==> config.mk <==
export PLATFORM = sky130hd
export DESIGN_NAME = ddl_top
export DESIGN_NICKNAME = d
export VERILOG_FILES = /design/src/rtl/ddl_pkg.sv /design/src/rtl/ddl_pin_sync.sv /design/src/rtl/ddl_top.sv
export SDC_FILE = /design/constraint.sdc
export NUM_CORES = 1
export LEC_CHECK = 0
export BUFFER_PORTS_ARGS = -buffer_cell sky130_fd_sc_hd__buf_2
export CELL_PAD_IN_SITES_DETAIL_PLACEMENT = 1
export CELL_PAD_IN_SITES_GLOBAL_PLACEMENT = 1
export CORE_MARGIN = 8
export CORE_UTILIZATION = 49
export CTS_BUF_LIST = sky130_fd_sc_hd__clkbuf_16
export CTS_CLUSTER_DIAMETER = 50
export DETAILED_ROUTE_END_ITERATION = 12
export PLACE_DENSITY_LB_ADDON = 0.1
export SYNTH_ARGS = -nofsm -noshare
export SYNTH_HDL_FRONTEND = slang
export SYNTH_SLANG_ARGS = --single-unit
==> constraint.sdc <==
create_clock -name mclk_i -period 7.9 [get_ports mclk_i]
set_clock_uncertainty 0.15 [all_clocks]
set_input_delay 0.395 -clock mclk_i [delete_from_list [all_inputs] [get_ports mclk_i]]
set_output_delay 0.395 -clock mclk_i [all_outputs]
set_load 0.01 [all_outputs]
==> src/rtl/ddl_pkg.sv <==
// Package with constants shared by the dual channel serial write latch.
package ddl_pkg;
    localparam int          DDL_WORD_BITS    = 16;
    localparam int          DDL_CODE_BITS    = 12;
    localparam int          DDL_SEL_POS      = 15;
    localparam int          DDL_GAIN_POS     = 13;
    localparam int          DDL_ACTIVE_POS   = 12;
    localparam int          DDL_CODE_MSB     = 11;
    localparam logic [4:0]  DDL_FULL_COUNT   = 5'h10;
    localparam logic        DDL_GAIN_RST     = 1'b0;
    localparam logic        DDL_ACTIVE_RST   = 1'b0;
    localparam logic [11:0] DDL_CODE_RST     = 12'h000;
    localparam int          DDL_SYNC_STAGES  = 3;
endpackage

==> src/rtl/ddl_pin_sync.sv <==
// Three stage pin synchroniser; a change counts once stages two and three agree.
`timescale 1ns/1ns
`default_nettype none
module ddl_pin_sync #(
    parameter int WIDTH = 1
) (
    // Clock and reset.
    input  wire logic             mclk_i,
    input  wire logic             rst_n_i,
    // Pins, reset levels and filtered levels.
    input  wire logic [WIDTH-1:0] pin_i,
    input  wire logic [WIDTH-1:0] rst_val_i,
    output var  logic [WIDTH-1:0] level_o
);
    logic [WIDTH-1:0] s1_reg;
    logic [WIDTH-1:0] s2_reg;
    logic [WIDTH-1:0] s3_reg;
    logic [WIDTH-1:0] level_next;
    logic             armed_reg;

    initial begin
        if (WIDTH < 1) begin
            $error("ddl_pin_sync: WIDTH must be at least one");
        end
    end

    // Where the last two stages disagree the previous level is held.
    assign level_next = (s2_reg == s3_reg) ? s3_reg : level_o;

    always_ff @(posedge mclk_i or negedge rst_n_i) begin
        if (!rst_n_i) begin
            s1_reg    <= '0;
            s2_reg    <= '0;
            s3_reg    <= '0;
            level_o   <= '0;
            armed_reg <= 1'b0;
        end else begin
            s1_reg    <= pin_i;
            s2_reg    <= s1_reg;
            s3_reg    <= s2_reg;
            armed_reg <= 1'b1;
            level_o   <= armed_reg ? level_next : rst_val_i;
        end
    end
endmodule
`default_nettype wire

==> src/rtl/ddl_top.sv <==
// Serial write and double buffered latch logic of a dual channel converter.
//
// Summary of operation
// - Code is unsigned straight binary.
// - Gain bit one means unity, zero double.
// - Gain defaults to double after reset.
// - Active bit one runs channel, zero shuts down.
// - Bit 15 picks channel B; bit 14 ignored.
// - Code from bits 11..0; low bits per variant.
// - Data sampled on rising serial clock edge.
// - No readback path exists.
// - Command is one 16-bit word.
// - Clocks after the sixteenth are ignored.
// - Fewer than 16 clocks discards the word.
// - Nothing shifts while select is high.
// - Select rising loads addressed input register.
// - Low strobe copies both inputs to outputs.
// - Channels stay shut down until written.
// - Undervoltage resets; stays reset until new write.
// - Shutdown per channel; receiver keeps working.
// - Channel wakes only when active bit latched.
// - Select is active low.
// - Tied-low strobe updates at select rising.
`timescale 1ns/1ns
`default_nettype none
module ddl_top #(
    parameter int RESOLUTION = ddl_pkg::DDL_CODE_BITS
) (
    // Clock and reset.
    input  wire logic        mclk_i,
    input  wire logic        resetn_i,
    // Serial link pins.
    input  wire logic        chip_select_n_i,
    input  wire logic        serial_clock_i,
    input  wire logic        serial_data_i,
    // Latch strobe and supply monitor.
    input  wire logic        output_latch_strobe_n_i,
    input  wire logic        supply_low_i,
    // Channel A output register.
    output var  logic [11:0] output_a_code_o,
    output var  logic        output_a_gain_select_n_o,
    output var  logic        output_a_channel_active_o,
    // Channel B output register.
    output var  logic [11:0] output_b_code_o,
    output var  logic        output_b_gain_select_n_o,
    output var  logic        output_b_channel_active_o,
    // Input register contents and load pulse, for observation.
    output var  logic [11:0] input_a_code_o,
    output var  logic [11:0] input_b_code_o,
    output var  logic        load_pulse_o
);
    import ddl_pkg::*;

    typedef enum logic [2:0] {
        DDL_IDLE  = 3'b001,
        DDL_SHIFT = 3'b010,
        DDL_FULL  = 3'b100
    } ddl_state_t;

    typedef struct packed {
        logic        gain_n;
        logic        active;
        logic [11:0] code;
    } ddl_chan_t;

    localparam int NCH = 2;

    initial begin
        if (RESOLUTION != 8 && RESOLUTION != 10 && RESOLUTION != 12) begin
            $error("ddl_top: RESOLUTION must be 8, 10 or 12");
        end
    end

    // Reset release synchroniser; the supply monitor stays separate and drives only the channel reset.
    logic rst_s1_reg;
    logic rst_n_reg;

    always_ff @(posedge mclk_i or negedge resetn_i) begin
        if (!resetn_i) begin
            rst_s1_reg <= 1'b0;
            rst_n_reg  <= 1'b0;
        end else begin
            rst_s1_reg <= 1'b1;
            rst_n_reg  <= rst_s1_reg;
        end
    end

    // Pin synchronisation: select, clock, data, strobe, supply monitor.
    logic [4:0] pins_raw;
    logic [4:0] pins_lvl;
    logic       cs_n;
    logic       sck;
    logic       sdi;
    logic       strobe_n;
    logic       supply_low;

    // Active-low pins pass inverted so that every idle level matches the all-zero
    // reset state of the synchroniser and no false select edge follows reset.
    assign pins_raw = {supply_low_i, ~output_latch_strobe_n_i, serial_data_i, serial_clock_i, ~chip_select_n_i};

    ddl_pin_sync #(
        .WIDTH (5)
    ) u_sync (
        .mclk_i    (mclk_i),
        .rst_n_i   (rst_n_reg),
        .pin_i     (pins_raw),
        .rst_val_i (5'h00),
        .level_o   (pins_lvl)
    );

    assign cs_n       = ~pins_lvl[0];
    assign sck        = pins_lvl[1];
    assign sdi        = pins_lvl[2];
    assign strobe_n   = ~pins_lvl[3];
    assign supply_low = pins_lvl[4];

    // Edge detection on the filtered levels.
    logic sck_d_reg;
    logic cs_n_d_reg;
    logic sck_rise;
    logic cs_fall;
    logic cs_rise;

    always_ff @(posedge mclk_i or negedge rst_n_reg) begin
        if (!rst_n_reg) begin
            sck_d_reg  <= 1'b0;
            cs_n_d_reg <= 1'b1;
        end else begin
            sck_d_reg  <= sck;
            cs_n_d_reg <= cs_n;
        end
    end

    assign sck_rise = sck & ~sck_d_reg;
    assign cs_fall  = ~cs_n & cs_n_d_reg;
    assign cs_rise  = cs_n & ~cs_n_d_reg;

    // Receiver state machine.
    ddl_state_t         state_reg;
    ddl_state_t         state_next;
    logic [15:0]        shift_reg;
    logic [15:0]        shift_next;
    logic [4:0]         count_reg;
    logic [4:0]         count_next;
    logic               take_bit;
    logic               word_done;

    // Shifting stops once sixteen bits are in, and never runs with select high.
    assign take_bit  = sck_rise & ~cs_n & (state_reg == DDL_SHIFT);
    assign word_done = cs_rise & (state_reg == DDL_FULL);

    always_comb begin
        state_next = state_reg;
        shift_next = shift_reg;
        count_next = count_reg;
        case (state_reg)
            DDL_IDLE: begin
                if (cs_fall) begin
                    state_next = DDL_SHIFT;
                    count_next = 5'h00;
                end
            end
            DDL_SHIFT: begin
                if (cs_n) begin
                    state_next = DDL_IDLE;
                end else if (take_bit) begin
                    shift_next = {shift_reg[14:0], sdi};
                    count_next = count_reg + 5'h01;
                    if (count_reg + 5'h01 == DDL_FULL_COUNT) begin
                        state_next = DDL_FULL;
                    end
                end
            end
            DDL_FULL: begin
                if (cs_n) begin
                    state_next = DDL_IDLE;
                end
            end
            default: begin
                state_next = DDL_IDLE;
            end
        endcase
    end

    always_ff @(posedge mclk_i or negedge rst_n_reg) begin
        if (!rst_n_reg) begin
            state_reg <= DDL_IDLE;
            shift_reg <= 16'h0000;
            count_reg <= 5'h00;
        end else begin
            state_reg <= state_next;
            shift_reg <= shift_next;
            count_reg <= count_next;
        end
    end

    // Command decode from the completed word.
    function automatic logic [11:0] ddl_mask_code(input logic [11:0] raw);
        logic [11:0] m;
        m = 12'hFFF;
        if (RESOLUTION == 10) begin
            m = 12'hFFC;
        end else if (RESOLUTION == 8) begin
            m = 12'hFF0;
        end
        return raw & m;
    endfunction

    logic      cmd_sel_b;
    ddl_chan_t cmd_word;

    assign cmd_sel_b       = shift_reg[DDL_SEL_POS];
    assign cmd_word.gain_n = shift_reg[DDL_GAIN_POS];
    assign cmd_word.active = shift_reg[DDL_ACTIVE_POS];
    assign cmd_word.code   = ddl_mask_code(shift_reg[DDL_CODE_MSB:0]);

    // Input and output registers per channel, in a generate loop.
    ddl_chan_t in_reg  [NCH];
    ddl_chan_t out_reg [NCH];
    logic      load_pulse_reg;
    logic      chan_rst;
    logic      strobe_low;
    logic      written_reg;

    // Undervoltage holds both channels in reset.
    assign chan_rst   = supply_low;
    assign strobe_low = ~strobe_n;

    // After reset or undervoltage, no transfer until a fresh valid write.
    always_ff @(posedge mclk_i or negedge rst_n_reg) begin
        if (!rst_n_reg) begin
            written_reg    <= 1'b0;
            load_pulse_reg <= 1'b0;
        end else begin
            load_pulse_reg <= word_done & ~chan_rst;
            if (chan_rst) begin
                written_reg <= 1'b0;
            end else if (word_done) begin
                written_reg <= 1'b1;
            end
        end
    end

    genvar ch;
    generate
        for (ch = 0; ch < NCH; ch++) begin : g_chan
            logic      hit;
            ddl_chan_t rst_val;

            assign hit     = word_done & (cmd_sel_b == (ch == 1)) & ~chan_rst;
            assign rst_val = '{gain_n: DDL_GAIN_RST, active: DDL_ACTIVE_RST, code: DDL_CODE_RST};

            always_ff @(posedge mclk_i or negedge rst_n_reg) begin
                if (!rst_n_reg) begin
                    in_reg[ch] <= '{gain_n: DDL_GAIN_RST, active: DDL_ACTIVE_RST, code: DDL_CODE_RST};
                end else if (chan_rst) begin
                    in_reg[ch] <= rst_val;
                end else if (hit) begin
                    in_reg[ch] <= cmd_word;
                end
            end

            // Level-sensitive transfer, both channels together; a strobe held
            // low passes a new word one cycle after it reaches the input register.
            always_ff @(posedge mclk_i or negedge rst_n_reg) begin
                if (!rst_n_reg) begin
                    out_reg[ch] <= '{gain_n: DDL_GAIN_RST, active: DDL_ACTIVE_RST, code: DDL_CODE_RST};
                end else if (chan_rst) begin
                    out_reg[ch] <= rst_val;
                end else if (strobe_low && written_reg) begin
                    out_reg[ch] <= in_reg[ch];
                end
            end
        end
    endgenerate

    // Outputs straight from registers; there is no path back to the link.
    assign output_a_code_o           = out_reg[0].code;
    assign output_a_gain_select_n_o  = out_reg[0].gain_n;
    assign output_a_channel_active_o = out_reg[0].active;
    assign output_b_code_o           = out_reg[1].code;
    assign output_b_gain_select_n_o  = out_reg[1].gain_n;
    assign output_b_channel_active_o = out_reg[1].active;
    assign input_a_code_o            = in_reg[0].code;
    assign input_b_code_o            = in_reg[1].code;
    assign load_pulse_o              = load_pulse_reg;
endmodule
`default_nettype wire

==> summary.md, run 1 <==
- complete, no violations — run status
- 23.19% — layout cell share with drive strength beyond 1
- reg2reg — startpoint-to-endpoint class of the critical path
- false — unrepaired setup endpoints after global routing
- 0.004456 mm² — area of the mapped netlist
- 0.79 ns — critical path's largest stage delay
- 59 — number of buffer cells added on primary ports
- 209.2 mW/mm² — total power density per cell area
- sky130_fd_sc_hd__dfrtp_1 — most common library cell in the layout ignoring fill and taps
- 0 — final max-slew violation count
- 16 — number of flip-flops under the largest register name
- 391 — number of instances in the synthesized netlist
- u_sync.level_o[0]$_DFFE_PN0P_ — first element of the critical path
- 50.84% — initial cell density of the core
- 535 — post-route non-filler standard cell count
- 0 — antenna violations before repair
- 0 — total DRC errors in the routed layout
- supply_low_i — min-delay src
- done — clock tree from TritonCTS
- 24.24% — relative max-transition margin
- 15990 µm — global-route wire length before repair
- 0.8127 — Final GP Congestion
- 111.4 µm — Die Wd
- sky130_fd_sc_hd__dfrtp_1 — most instantiated flip-flop cell in the synthesis netlist
- 107 — number of clock sinks
- 1.026 mW — post-layout power
- 0.07 ns — register clock-pin slew on the reported worst setup and hold paths
- 0.33 ns — clock insertion delay at the later pin of the skew report
- 0 — number of nets with antenna violations after detailed routing
- 2.570 nW — static leakage power
- 0 — diodes inserted
- 0 ns — final sum of negative setup slack
- 5931 µm — post-detail-place hpwl
- 3063 — number of global-route vias before repair
- nor3b_4, and3b_1, mux2i_1, nor2_1 — CP cell instances
- 15.47% — GRT Util Overall
- 0 — post-CTS setup buffers
- 0 — max_cap viols
- sky130_fd_sc_hd__and3b_1 — Crit-path slowest cell
- 3 — count of H-tree levels built during CTS
- 2803 — Vias
- 516 — number of cells after detailed placement
- 107 — number of flip-flops and latches in the synthesized netlist
- 0 — Final setup violation count
- 65 — maximum number of pins on one net before global-route repair
- 14 — peak fanout along the critical path
- 0 — Synth Warn #
- 0 — CP Buf/Inv Count
- sky130_fd_sc_hd__dfrtp_1 (103), sky130_fd_sc_hd__nand2_1 (71), sky130_fd_sc_hd__buf_2 (59), sky130_fd_sc_hd__nor2_1 (33), sky130_fd_sc_hd__mux2i_1 (33) — commonest non-fill, non-tap cells in the layout
- in2reg — worst hold-check path type
- 9305 µm — Post-Route WL
- 1.136 ns — transition time of the tightest slew-check pin
- 0 — count of flip-flops with a built-in enable after synthesis
- 111.4 µm — Die Y-Extent
- 34 — floorplan row count
- 5.239 — via density per instance
- register — endpoint class of the critical path
- 55.95% — fraction of the core area covered by cells at the end of the flow
- 4 — DR pass1 iterations
- register — launching element type of the critical path
- 10.05% — area grow syn2layout
- 60.15% — fraction of the yosys area taken by sequential cells
- 11.40 µm² — Synth Area per Inst
- 87 — count of routing violations after the opening detailed-route iteration
- 9 — number of buffers added by the clock tree synthesis step
- 0 — Remaining Overflow, GRT
- 29.17% — post-route fraction of the period consumed by the critical path
- sky130_fd_sc_hd__clkbuf_16 — Clock Root Buffer
- 7.91 ns — required time of the worst setup path
- 17.39 µm — routed length per placed instance
- 0.01240 mm² — full die area
- 100.0% — Post-synth ARST share
- 2.32 ns — arrival time worst endpoint
- 60 — IO Count
- 0.008763 mm² — Placeable Area
- 0.0001104 V — maximum vdd ir drop
- 430 — Total Nets Final
- 434.0 MHz — Fmax achieved
- 2 — Max Buffers Root-to-Sink
- simple AND/OR/NAND/NOR gates — family of cells with the greatest summed delay on the critical path
- 0 — Hold Violations, Final
- 2.304 ns — final critical-path required period
- 43 — number of distinct library cells after synthesis
- u_sync.level_o[0]$_DFFE_PN0P_ — beginning of the worst register-to-register path
- 0 — quantity of gates resized following cts
-- final timing paths --
path	slack [ns]	to	depth (start not counted)
min	0.02	u_sync.s1_reg[4]$_DFF_PN0_	1
max	5.60	in_reg[27]$_DFFE_PN0P_	4
min reg2reg	0.18	u_sync.s2_reg[2]$_DFF_PN0_	0
max reg2reg	5.60	in_reg[27]$_DFFE_PN0P_	4
min in group asynchronous	0.18	u_sync.s2_reg[2]$_DFF_PN0_	0
max in group asynchronous	6.17	u_sync.level_o[4]$_DFFE_PN0P_	1
-- power by group --
| group | switching [mW] | internal (mW) |
|---|---|---|
| combinational | 0.0172 | 0.0138 |
| sequential | 0.0201 | 0.556 |
| clock | 0.202 | 0.217 |
| total | 0.239 | 0.786 |
-- worst reg2reg max path: cells and delay by family, from the launching register on --
family           cells  cell delay [ns]
flip-flops           1             0.52
multiplexers         1             0.28
AND/OR/NAND/NOR      3             1.17
-- synthesized netlist by cell type (2+ instances only) --
master / count / area (µm²)
sky130_fd_sc_hd__a21oi_1: 29 / 145.1
sky130_fd_sc_hd__and2_1: 3 / 18.77
sky130_fd_sc_hd__and3b_1: 2 / 17.52
sky130_fd_sc_hd__buf_1: 2 / 7.510
sky130_fd_sc_hd__buf_2: 2 / 10.01
sky130_fd_sc_hd__buf_4: 25 / 187.7
sky130_fd_sc_hd__buf_6: 4 / 45.04
sky130_fd_sc_hd__clkbuf_1: 10 / 37.54
sky130_fd_sc_hd__dfrtp_1: 105 / 2628
sky130_fd_sc_hd__dfstp_2: 2 / 52.55
sky130_fd_sc_hd__inv_1: 6 / 22.52
sky130_fd_sc_hd__mux2_2: 15 / 168.9
sky130_fd_sc_hd__mux2i_1: 33 / 330.3
sky130_fd_sc_hd__nand2_1: 71 / 266.5
sky130_fd_sc_hd__nand3_1: 3 / 15.01
sky130_fd_sc_hd__nand4_1: 3 / 18.77
sky130_fd_sc_hd__nor2_1: 33 / 123.9
sky130_fd_sc_hd__nor2b_1: 3 / 18.77
sky130_fd_sc_hd__o211ai_1: 2 / 15.01
sky130_fd_sc_hd__o21ai_0: 9 / 45.04
sky130_fd_sc_hd__or3b_1: 2 / 17.52
sky130_fd_sc_hd__xnor2_1: 5 / 43.79
sky130_fd_sc_hd__xor2_1: 2 / 17.52
-- area by class of cell --
| class | count | area [µm²] |
|---|---|---|
| fill | 935 | 3860 |
| sequential | 107 | 2685 |
| multi-input combinational | 235 | 1449 |
| timing repair buffer | 63 | 332.8 |
| clock buffer | 9 | 225.2 |
| tap | 108 | 135.1 |
| clock inverter | 7 | 53.80 |
| inverter | 6 | 22.52 |
-- what timing repair did --
action / 4_1_cts / 5_1_grt
endpoints found under the hold margin: 4 / 0
setup endpoints to repair: 0 / 0
hold buffers: 3 / 0
-- through the flow --
stage               hold WS, ns  instance area [µm²]  setup slack, ns
detailed placement      0.03111                 4594            5.624
CTS                    0.008599                 4903            5.559
global route           0.007574                 4903            5.415
finish                  0.01834                 4903            5.596
global placement        0.02998                 4594            5.717
floorplan              -0.05059                 4459            4.552
-- kinds of logic after synthesis --
family                     after synthesis  share of synthesized area (%)
xor gates and xnor gates                 7                          1.376
AOI/OAI and AO/OA                       47                          5.925
DFF                                    107                          60.15
buffers and inverters                   50                          7.414
and+or+nand+nor                        129                          13.23
muxes                                   49                          11.54
adders and majority gates                1                         0.2808
other                                    1                        0.08417
-- per-layer routing --
| metal | GRT usage [%] | share of wire [%] | vias to the layer above |
|---|---|---|---|
| met5 | 0 | 0 | - |
| met4 | 4.178 | 0.67 | 0 |
| met3 | 3.382 | 3.4 | 7 |
| met2 | 25.56 | 49 | 49 |
| met1 | 20.09 | 47 | 1417 |
| li1 | - | - | 1330 |
Power figures use the tool's default switching activity.
==> run 2: changes to the inputs <==
- CORE_UTILIZATION: 49 -> 41
- clock period: 7.9 -> 2 ns (I/O delays scaled with it)
==> run 2 against run 1 <==
Combinational power rose to 5.2 times the previous value. Global-route usage decreased by 1.5 points. Via count is 2.0% higher. Largest power group unchanged. Non-clock buffer count grew 14. Die area increased by 17%. Largest cell class unchanged. Highest routed layer unchanged. Register-to-register slack got worse by 5.4 ns.
==> summary.md, run 2 (same netlist as run 1, synthesis figures left out) <==
- 41.46% — initial cell density of the core, was 50.84%
- 9 — number of buffers added by the clock tree synthesis step, unchanged
- register — endpoint class of the critical path, unchanged
- register — launching element type of the critical path, unchanged
- 459 µm — wire length on met3, was 317 µm
- 4.013 mW — post-layout power, was 1.026 mW
- 6504 µm — post-detail-place hpwl, was 5931 µm
- reg2async — worst hold-check path type, was in2reg
- 0 — quantity of gates resized following cts, unchanged
- 0 — final max-slew violation count, unchanged
- 60 — IO Count, unchanged
- 9488 µm — Post-Route WL, was 9305 µm
- sky130_fd_sc_hd__dfrtp_1 (103), sky130_fd_sc_hd__nand2_1 (71), sky130_fd_sc_hd__buf_2 (59), sky130_fd_sc_hd__nor2_1 (33), sky130_fd_sc_hd__mux2i_1 (33) — commonest non-fill, non-tap cells in the layout, unchanged
- 2 — Max Buffers Root-to-Sink, unchanged
- 43 — maximum number of pins on one net before global-route repair, was 65
- sky130_fd_sc_hd__clkbuf_16 — Clock Root Buffer, unchanged
- 0 — Final setup violation count, unchanged
- simple AND/OR/NAND/NOR gates — family of cells with the greatest summed delay on the critical path, unchanged
- 0 — antenna violations before repair, unchanged
- 0 — total DRC errors in the routed layout, unchanged
- 0.01075 mm² — Placeable Area, was 0.008763 mm²
- 554.9 MHz — Fmax achieved, was 434.0 MHz
- done — clock tree from TritonCTS, unchanged
- 0.07 ns — register clock-pin slew on the reported worst setup and hold paths, about the same
- 444 — Total Nets Final, was 430
- 4425 µm — detailed route wirelength on metal2, was 4565 µm
- 2.07 ns — required time of the worst setup path, was 7.91 ns
- complete, no violations — run status, unchanged
- 1.802 ns — final critical-path required period, was 2.304 ns
- 0.7341 — Final GP Congestion, was 0.8127
- 3128 — number of global-route vias before repair, was 3063
- 16340 µm — global-route wire length before repair, was 15990 µm
- 0.0003632 V — maximum vdd ir drop, was 0.0001104 V
- false — unrepaired setup endpoints after global routing, unchanged
- 1200 — Fill cells, was 935
- 102 — count of routing violations after the opening detailed-route iteration, was 87
- 2858 — Vias, was 2803
- 16 — number of flip-flops under the largest register name, unchanged
- 107 — number of clock sinks, unchanged
- 7 — number of hold buffers added after cts, was 3
- 0 — Remaining Overflow, GRT, unchanged
- 0.34 ns — clock insertion delay at the later pin of the skew report, was 0.33 ns
- 24.26% — layout cell share with drive strength beyond 1, was 23.19%
- 13.98% — area grow syn2layout, was 10.05%
- 0.1979 ns — Final WS setup, was 5.596 ns
- and2b_1, and2_4, nand2_4, mux2_2 — CP cell instances, was nor3b_4, and3b_1, mux2i_1, nor2_1
- 38 — floorplan row count, was 34
- 0 — diodes inserted, unchanged
- 16.33 µm — routed length per placed instance, was 17.39 µm
- 17 — peak fanout along the critical path, was 14
- 0.2126 ns — post-placement worst setup slack, was 5.624 ns
- 0 — post-CTS setup buffers, unchanged
- 0.001449 mm² — area occupied by multi-input gates, unchanged
- met4 — topmost layer with routed signal wires, unchanged
- 120.2 µm — Die Wd, was 111.4 µm
- sky130_fd_sc_hd__dfrtp_1 — most common library cell in the layout ignoring fill and taps, unchanged
- 59 — number of buffer cells added on primary ports, unchanged
- 0 — max_cap viols, unchanged
- 0 ns — final sum of negative setup slack, unchanged
- 120.2 µm — Die Y-Extent, was 111.4 µm
- 0 — CP Buf/Inv Count, unchanged
- 2.644 nW — static leakage power, was 2.570 nW
- 13.96% — GRT Util Overall, was 15.47%
- 0.51 ns — critical path's largest stage delay, was 0.79 ns
- 4462 µm — Routed met1 length, was 4360 µm
- 0 — Hold Violations, Final, unchanged
- 1.87 ns — arrival time worst endpoint, was 2.32 ns
- 0.1293 ns — final hold slack, was 0.01834 ns
- 90.10% — post-route fraction of the period consumed by the critical path, was 29.17%
- 0.002685 mm² — area taken by flip-flops and latches, unchanged
- 3 — count of H-tree levels built during CTS, unchanged
- reg2reg — startpoint-to-endpoint class of the critical path, unchanged
- 790.3 mW/mm² — total power density per cell area, was 209.2 mW/mm²
- sky130_fd_sc_hd__dfrtp_1 — Crit-path slowest cell, was sky130_fd_sc_hd__and3b_1
- 0.01446 mm² — full die area, was 0.01240 mm²
- 0 — number of nets with antenna violations after detailed routing, unchanged
- 4.919 — via density per instance, was 5.239
- 3 — DR pass1 iterations, was 4
==> run 2: final cells by class <==
type / count / area share (%)
clock buffers: 9 / 4.435
well taps: 140 / 3.449
inverters: 6 / 0.4435
flip-flops and latches: 107 / 52.87
clock inverters: 7 / 0.7145
multi-input cells: 235 / 28.53
repair buffers: 77 / 9.559
==> run 2: where the power goes <==
part	total (mW)	switching [mW]	internal, mW
logic	0.162	0.0897	0.0725
registers	2.26	0.0617	2.20
clock network	1.59	0.764	0.830
==> run 2: metal layers <==
metal | up-vias | track usage (%)
met5 | - | 0
met3 | 11 | 3.963
met4 | 0 | 5.308
met2 | 49 | 21.76
met1 | 1438 | 18.17
li1 | 1360 | -
==> run 2: path summary, 6_finish.rpt <==
path / depth (start not counted) / end / startpoint / slack, ns
max: 4 / shift_reg[12]$_DFFE_PN0P_ / state_reg[2]$_DFFE_PN0P_ / 0.20
min in group mclk_i: 0 / u_sync.s2_reg[2]$_DFF_PN0_ / u_sync.s1_reg[2]$_DFF_PN0_ / 0.20
max reg2reg: 4 / shift_reg[12]$_DFFE_PN0P_ / state_reg[2]$_DFFE_PN0P_ / 0.20
min: 0 / u_sync.armed_reg$_DFF_PN0_ / rst_n_reg$_DFF_PN0_ / 0.13
max in group asynchronous: 1 / state_reg[0]$_DFFE_PN1P_ / rst_n_reg$_DFF_PN0_ / 0.90
min reg2reg: 0 / u_sync.armed_reg$_DFF_PN0_ / rst_n_reg$_DFF_PN0_ / 0.13
==> run 2: metrics by stage <==
stage	util (%)	area (µm²)	instances
floorplan	-	4461	392
global placement	44.18	4747	558
detailed placement	44.18	4747	558
CTS	47.26	5079	581
global route	47.26	5079	581
finish	47.26	5079	581
==> run 2: worst register-to-register path, stage by stage, from the launching register on <==
cell,delay (ns)
sky130_fd_sc_hd__dfrtp_1,0.51
sky130_fd_sc_hd__and2b_1,0.24
sky130_fd_sc_hd__and2_4,0.18
sky130_fd_sc_hd__nand2_4,0.21
sky130_fd_sc_hd__mux2_2,0.39
==> run 3: changes to the inputs <==
- CORE_UTILIZATION: 41 -> 42
- SYNTH_HIERARCHICAL: not set -> 1
==> run 3 against run 2 <==
First-iteration DRC count up 33%. Synthesized cell count down 15%. Synthesized area stayed put. Global-route usage decreased by 0.54 points. Non-clock buffer count increased by 2. Total power grew 6.8%. Clock power up 11%. Highest routed layer unchanged.
==> summary.md, run 3 <==
- complete, no violations — run status, unchanged
- xor2_1, nor4_2, and3_2, mux2_4 — CP cell instances, was and2b_1, and2_4, nand2_4, mux2_2
- simple AND/OR/NAND/NOR gates — family of cells with the greatest summed delay on the critical path, unchanged
- 3 — count of H-tree levels built during CTS, unchanged
- 1054 — Fill cells, was 1200
- sky130_fd_sc_hd__dfrtp_1 — leading cell type by number of instances after synthesis, unchanged
- 0 — total DRC errors in the routed layout, unchanged
- sky130_fd_sc_hd__dfrtp_1 (104), sky130_fd_sc_hd__buf_2 (59), sky130_fd_sc_hd__nand2b_1 (45), sky130_fd_sc_hd__a22o_1 (31), sky130_fd_sc_hd__mux2i_1 (29) — commonest non-fill, non-tap cells in the layout, was sky130_fd_sc_hd__dfrtp_1 (103), sky130_fd_sc_hd__nand2_1 (71), sky130_fd_sc_hd__buf_2 (59), sky130_fd_sc_hd__nor2_1 (33), sky130_fd_sc_hd__mux2i_1 (33)
- 1.844 ns — final critical-path required period, was 1.802 ns
- reg2reg — worst hold-check path type, was reg2async
- 0 — CP Buf/Inv Count, unchanged
- sky130_fd_sc_hd__clkbuf_16 — Clock Root Buffer, unchanged
- 2 — Max Buffers Root-to-Sink, unchanged
- 107 — number of clock sinks, unchanged
- 2.620 nW — static leakage power, was 2.644 nW
- 119.0 µm — Die Wd, was 120.2 µm
- 0 — post-CTS setup buffers, unchanged
- 16.15% — met1 Resource Use GR, was 18.17%
- 0.01032 mm² — Placeable Area, was 0.01075 mm²
- 0.0004048 V — maximum vdd ir drop, was 0.0003632 V
- 334 — number of instances in the synthesized netlist, was 391
- 0.01416 mm² — full die area, was 0.01446 mm²
- 2663 — Vias, was 2858
- 0.07 ns — register clock-pin slew on the reported worst setup and hold paths, about the same
- 13.34 µm² — Synth Area per Inst, was 11.40 µm²
- 6 — Synth Warn #, was 0
- 46 — maximum number of pins on one net before global-route repair, was 43
- 92.19% — post-route fraction of the period consumed by the critical path, was 90.10%
- 0 — Final setup violation count, unchanged
- 0 ns — final sum of negative setup slack, unchanged
- 6122 µm — post-detail-place hpwl, was 6504 µm
- 9 — number of buffers added by the clock tree synthesis step, unchanged
- reg2reg — startpoint-to-endpoint class of the critical path, unchanged
- 0 — number of nets with antenna violations after detailed routing, unchanged
- 0 — final max-slew violation count, unchanged
- met2 — layer with the highest usage after global routing, unchanged
- 0 — antenna violations before repair, unchanged
- 0.004846 mm² — placed standard-cell area, was 0.004747 mm²
- 60 — IO Count, unchanged
- register — endpoint class of the critical path, unchanged
- 16 — number of flip-flops under the largest register name, unchanged
- 13.43% — GRT Util Overall, was 13.96%
- 16.82 µm — routed length per placed instance, was 16.33 µm
- 0 — Remaining Overflow, GRT, unchanged
- sky130_fd_sc_hd__dfrtp_1 (59%), sky130_fd_sc_hd__mux2i_1 (6.5%), sky130_fd_sc_hd__nand2b_1 (6.3%) — top cells by area, synth, was sky130_fd_sc_hd__dfrtp_1 (59%), sky130_fd_sc_hd__mux2i_1 (7.4%), sky130_fd_sc_hd__nand2_1 (6.0%)
- 0 — Hold Violations, Final, unchanged
- 398 — Total Nets Final, was 444
- sky130_fd_sc_hd__dfrtp_1 — most instantiated flip-flop cell in the synthesis netlist, unchanged
- 542.3 MHz — Fmax achieved, was 554.9 MHz
- 31.14% — layout cell share with drive strength beyond 1, was 24.26%
- 37 — floorplan row count, was 38
- 0 — count of flip-flops with a built-in enable after synthesis, unchanged
- done — clock tree from TritonCTS, unchanged
- 0.005215 mm² — area of all placed cells without fillers, was 0.005079 mm²
- 17.05% — area grow syn2layout, was 13.98%
- 1.92 ns — arrival time worst endpoint, was 1.87 ns
- 3.590% — met3 routing resource usage after global routing, was 3.963%
- sky130_fd_sc_hd__dfrtp_1 (105), sky130_fd_sc_hd__nand2b_1 (45), sky130_fd_sc_hd__a22o_1 (31), sky130_fd_sc_hd__mux2i_1 (29), sky130_fd_sc_hd__buf_4 (25) — commonest cells in the netlist, was sky130_fd_sc_hd__dfrtp_1 (105), sky130_fd_sc_hd__nand2_1 (71), sky130_fd_sc_hd__mux2i_1 (33), sky130_fd_sc_hd__nor2_1 (33), sky130_fd_sc_hd__a21oi_1 (29)
- 100.0% — Post-synth ARST share, unchanged
- 0.7485 — Final GP Congestion, was 0.7341
- 15530 µm — global-route wire length before repair, was 16340 µm
- 22.13% — GR Layer Usage met2, was 21.76%
- 0 — max_cap viols, unchanged
- 59 — number of buffer cells added on primary ports, unchanged
- 0 — diodes inserted, unchanged
- 2.08 ns — required time of the worst setup path, was 2.07 ns
- 60.15% — fraction of the yosys area taken by sequential cells, unchanged
- sky130_fd_sc_hd__dfrtp_1 — most common library cell in the layout ignoring fill and taps, unchanged
- 107 — number of flip-flops and latches in the synthesized netlist, unchanged
- sky130_fd_sc_hd__dfrtp_1 — Crit-path slowest cell, unchanged
- 4 — peak fanout along the critical path, was 17
- 57.49% — relative max-transition margin
- 4.286 mW — post-layout power, was 4.013 mW
- 0.34 ns — clock insertion delay at the later pin of the skew report, about the same
- 0.39 ns — critical path's largest stage delay, was 0.51 ns
- 8931 µm — Post-Route WL, was 9488 µm
- 0.6377 ns — transition time of the tightest slew-check pin
- 43.16% — initial cell density of the core, was 41.46%
- 136 — count of routing violations after the opening detailed-route iteration, was 102
- 41 — number of distinct library cells after synthesis, was 43
- 5.015 — via density per instance, was 4.919
- 119.0 µm — Die Y-Extent, was 120.2 µm
- false — unrepaired setup endpoints after global routing, unchanged
- 0.004456 mm² — area of the mapped netlist, unchanged
- 821.9 mW/mm² — total power density per cell area, was 790.3 mW/mm²
- register — launching element type of the critical path, unchanged
- 2926 — number of global-route vias before repair, was 3128
- 58.97% — top-area cell type share of the netlist area, unchanged
- sky130_fd_sc_hd__dfrtp_1 — cell type contributing the most total cell area after synthesis, unchanged
- 4 — DR pass1 iterations, was 3
run 3: layout make-up:
cell class                      instances  area (µm²)  area share, %
Multi-Input combinational cell        188        1536          29.46
Sequential cell                       107        2684          51.46
Timing Repair Buffer                   79       513.0          9.837
Clock buffer                            9       225.2          4.319
Tap cell                              136       170.2          3.263
Clock inverter                          7       67.56          1.296
Inverter                                5       18.77         0.3599
run 3: worst register-to-register path: cells and delay by family (launching register included):
| kind | cells | cell delay (ns) |
|---|---|---|
| xor+xnor | 1 | 0.17 |
| mux | 1 | 0.31 |
| flops | 1 | 0.39 |
| simple gates | 2 | 0.71 |
run 3: final timing paths:
check	from	endpoint	slack [ns]	depth (start not counted)
max	u_sync/s3_reg[4]$_DFF_PN0_	u_sync/level_o[2]$_DFFE_PN0P_	0.16	4
min in group asynchronous	rst_n_reg$_DFF_PN0_	input_a_code_o[8]$_DFFE_PN0P_	0.21	0
min	u_sync/s1_reg[3]$_DFF_PN0_	u_sync/s2_reg[3]$_DFF_PN0_	0.20	0
max reg2reg	u_sync/s3_reg[4]$_DFF_PN0_	u_sync/level_o[2]$_DFFE_PN0P_	0.16	4
max in group asynchronous	rst_n_reg$_DFF_PN0_	output_b_channel_active_o$_DFFE_PN0P_	0.84	1
min reg2reg	u_sync/s1_reg[3]$_DFF_PN0_	u_sync/s2_reg[3]$_DFF_PN0_	0.20	0
run 3: power by group:
group          total, mW  switching, mW  internal [mW]
Combinational      0.248          0.127          0.121
Sequential          2.28         0.0640           2.22
Clock               1.76          0.791          0.967
Total               4.29          0.982           3.30
run 3: timing repair:
action / in CTS / in global routing
endpoints found under the setup margin: 0 / 10
hold endpoints to repair: 7 / 0
gates resized for setup: 0 / 2
hold buffers: 7 / 0
run 3: cell families after synthesis:
| kind of cell | count (synthesis) | share of synthesized area, % |
|---|---|---|
| DFF | 107 | 60.15 |
| and+or+nand+nor | 75 | 10.78 |
| muxes | 54 | 13.17 |
| AOI/OAI and AO/OA | 43 | 7.807 |
| buffers and inverters | 43 | 5.981 |
| xor gates and xnor gates | 8 | 1.572 |
| other | 3 | 0.2527 |
| adders and majority gates | 1 | 0.2808 |
run 3: per-layer routing:
metal | vias up | share of wire, % | wire [µm]
met4 | 0 | 1.8 | 159
met1 | 1356 | 44 | 3927
met3 | 11 | 4.5 | 400
met2 | 47 | 50 | 4443
li1 | 1249 | - | -
met5 | - | 0 | 0
run 3: stage by stage:
step                      instances  utilization (%)  setup slack [ns]  hold slack, ns
after floorplan                 338                -           0.05944         -0.3456
after global placement          508            46.94           0.03700         -0.2652
after global routing            531            50.52           0.04824          0.2178
final                           531            50.52            0.1561          0.2024
after detailed placement        508            46.94           0.02039         -0.2575
after CTS                       531            50.45          0.006435          0.2057
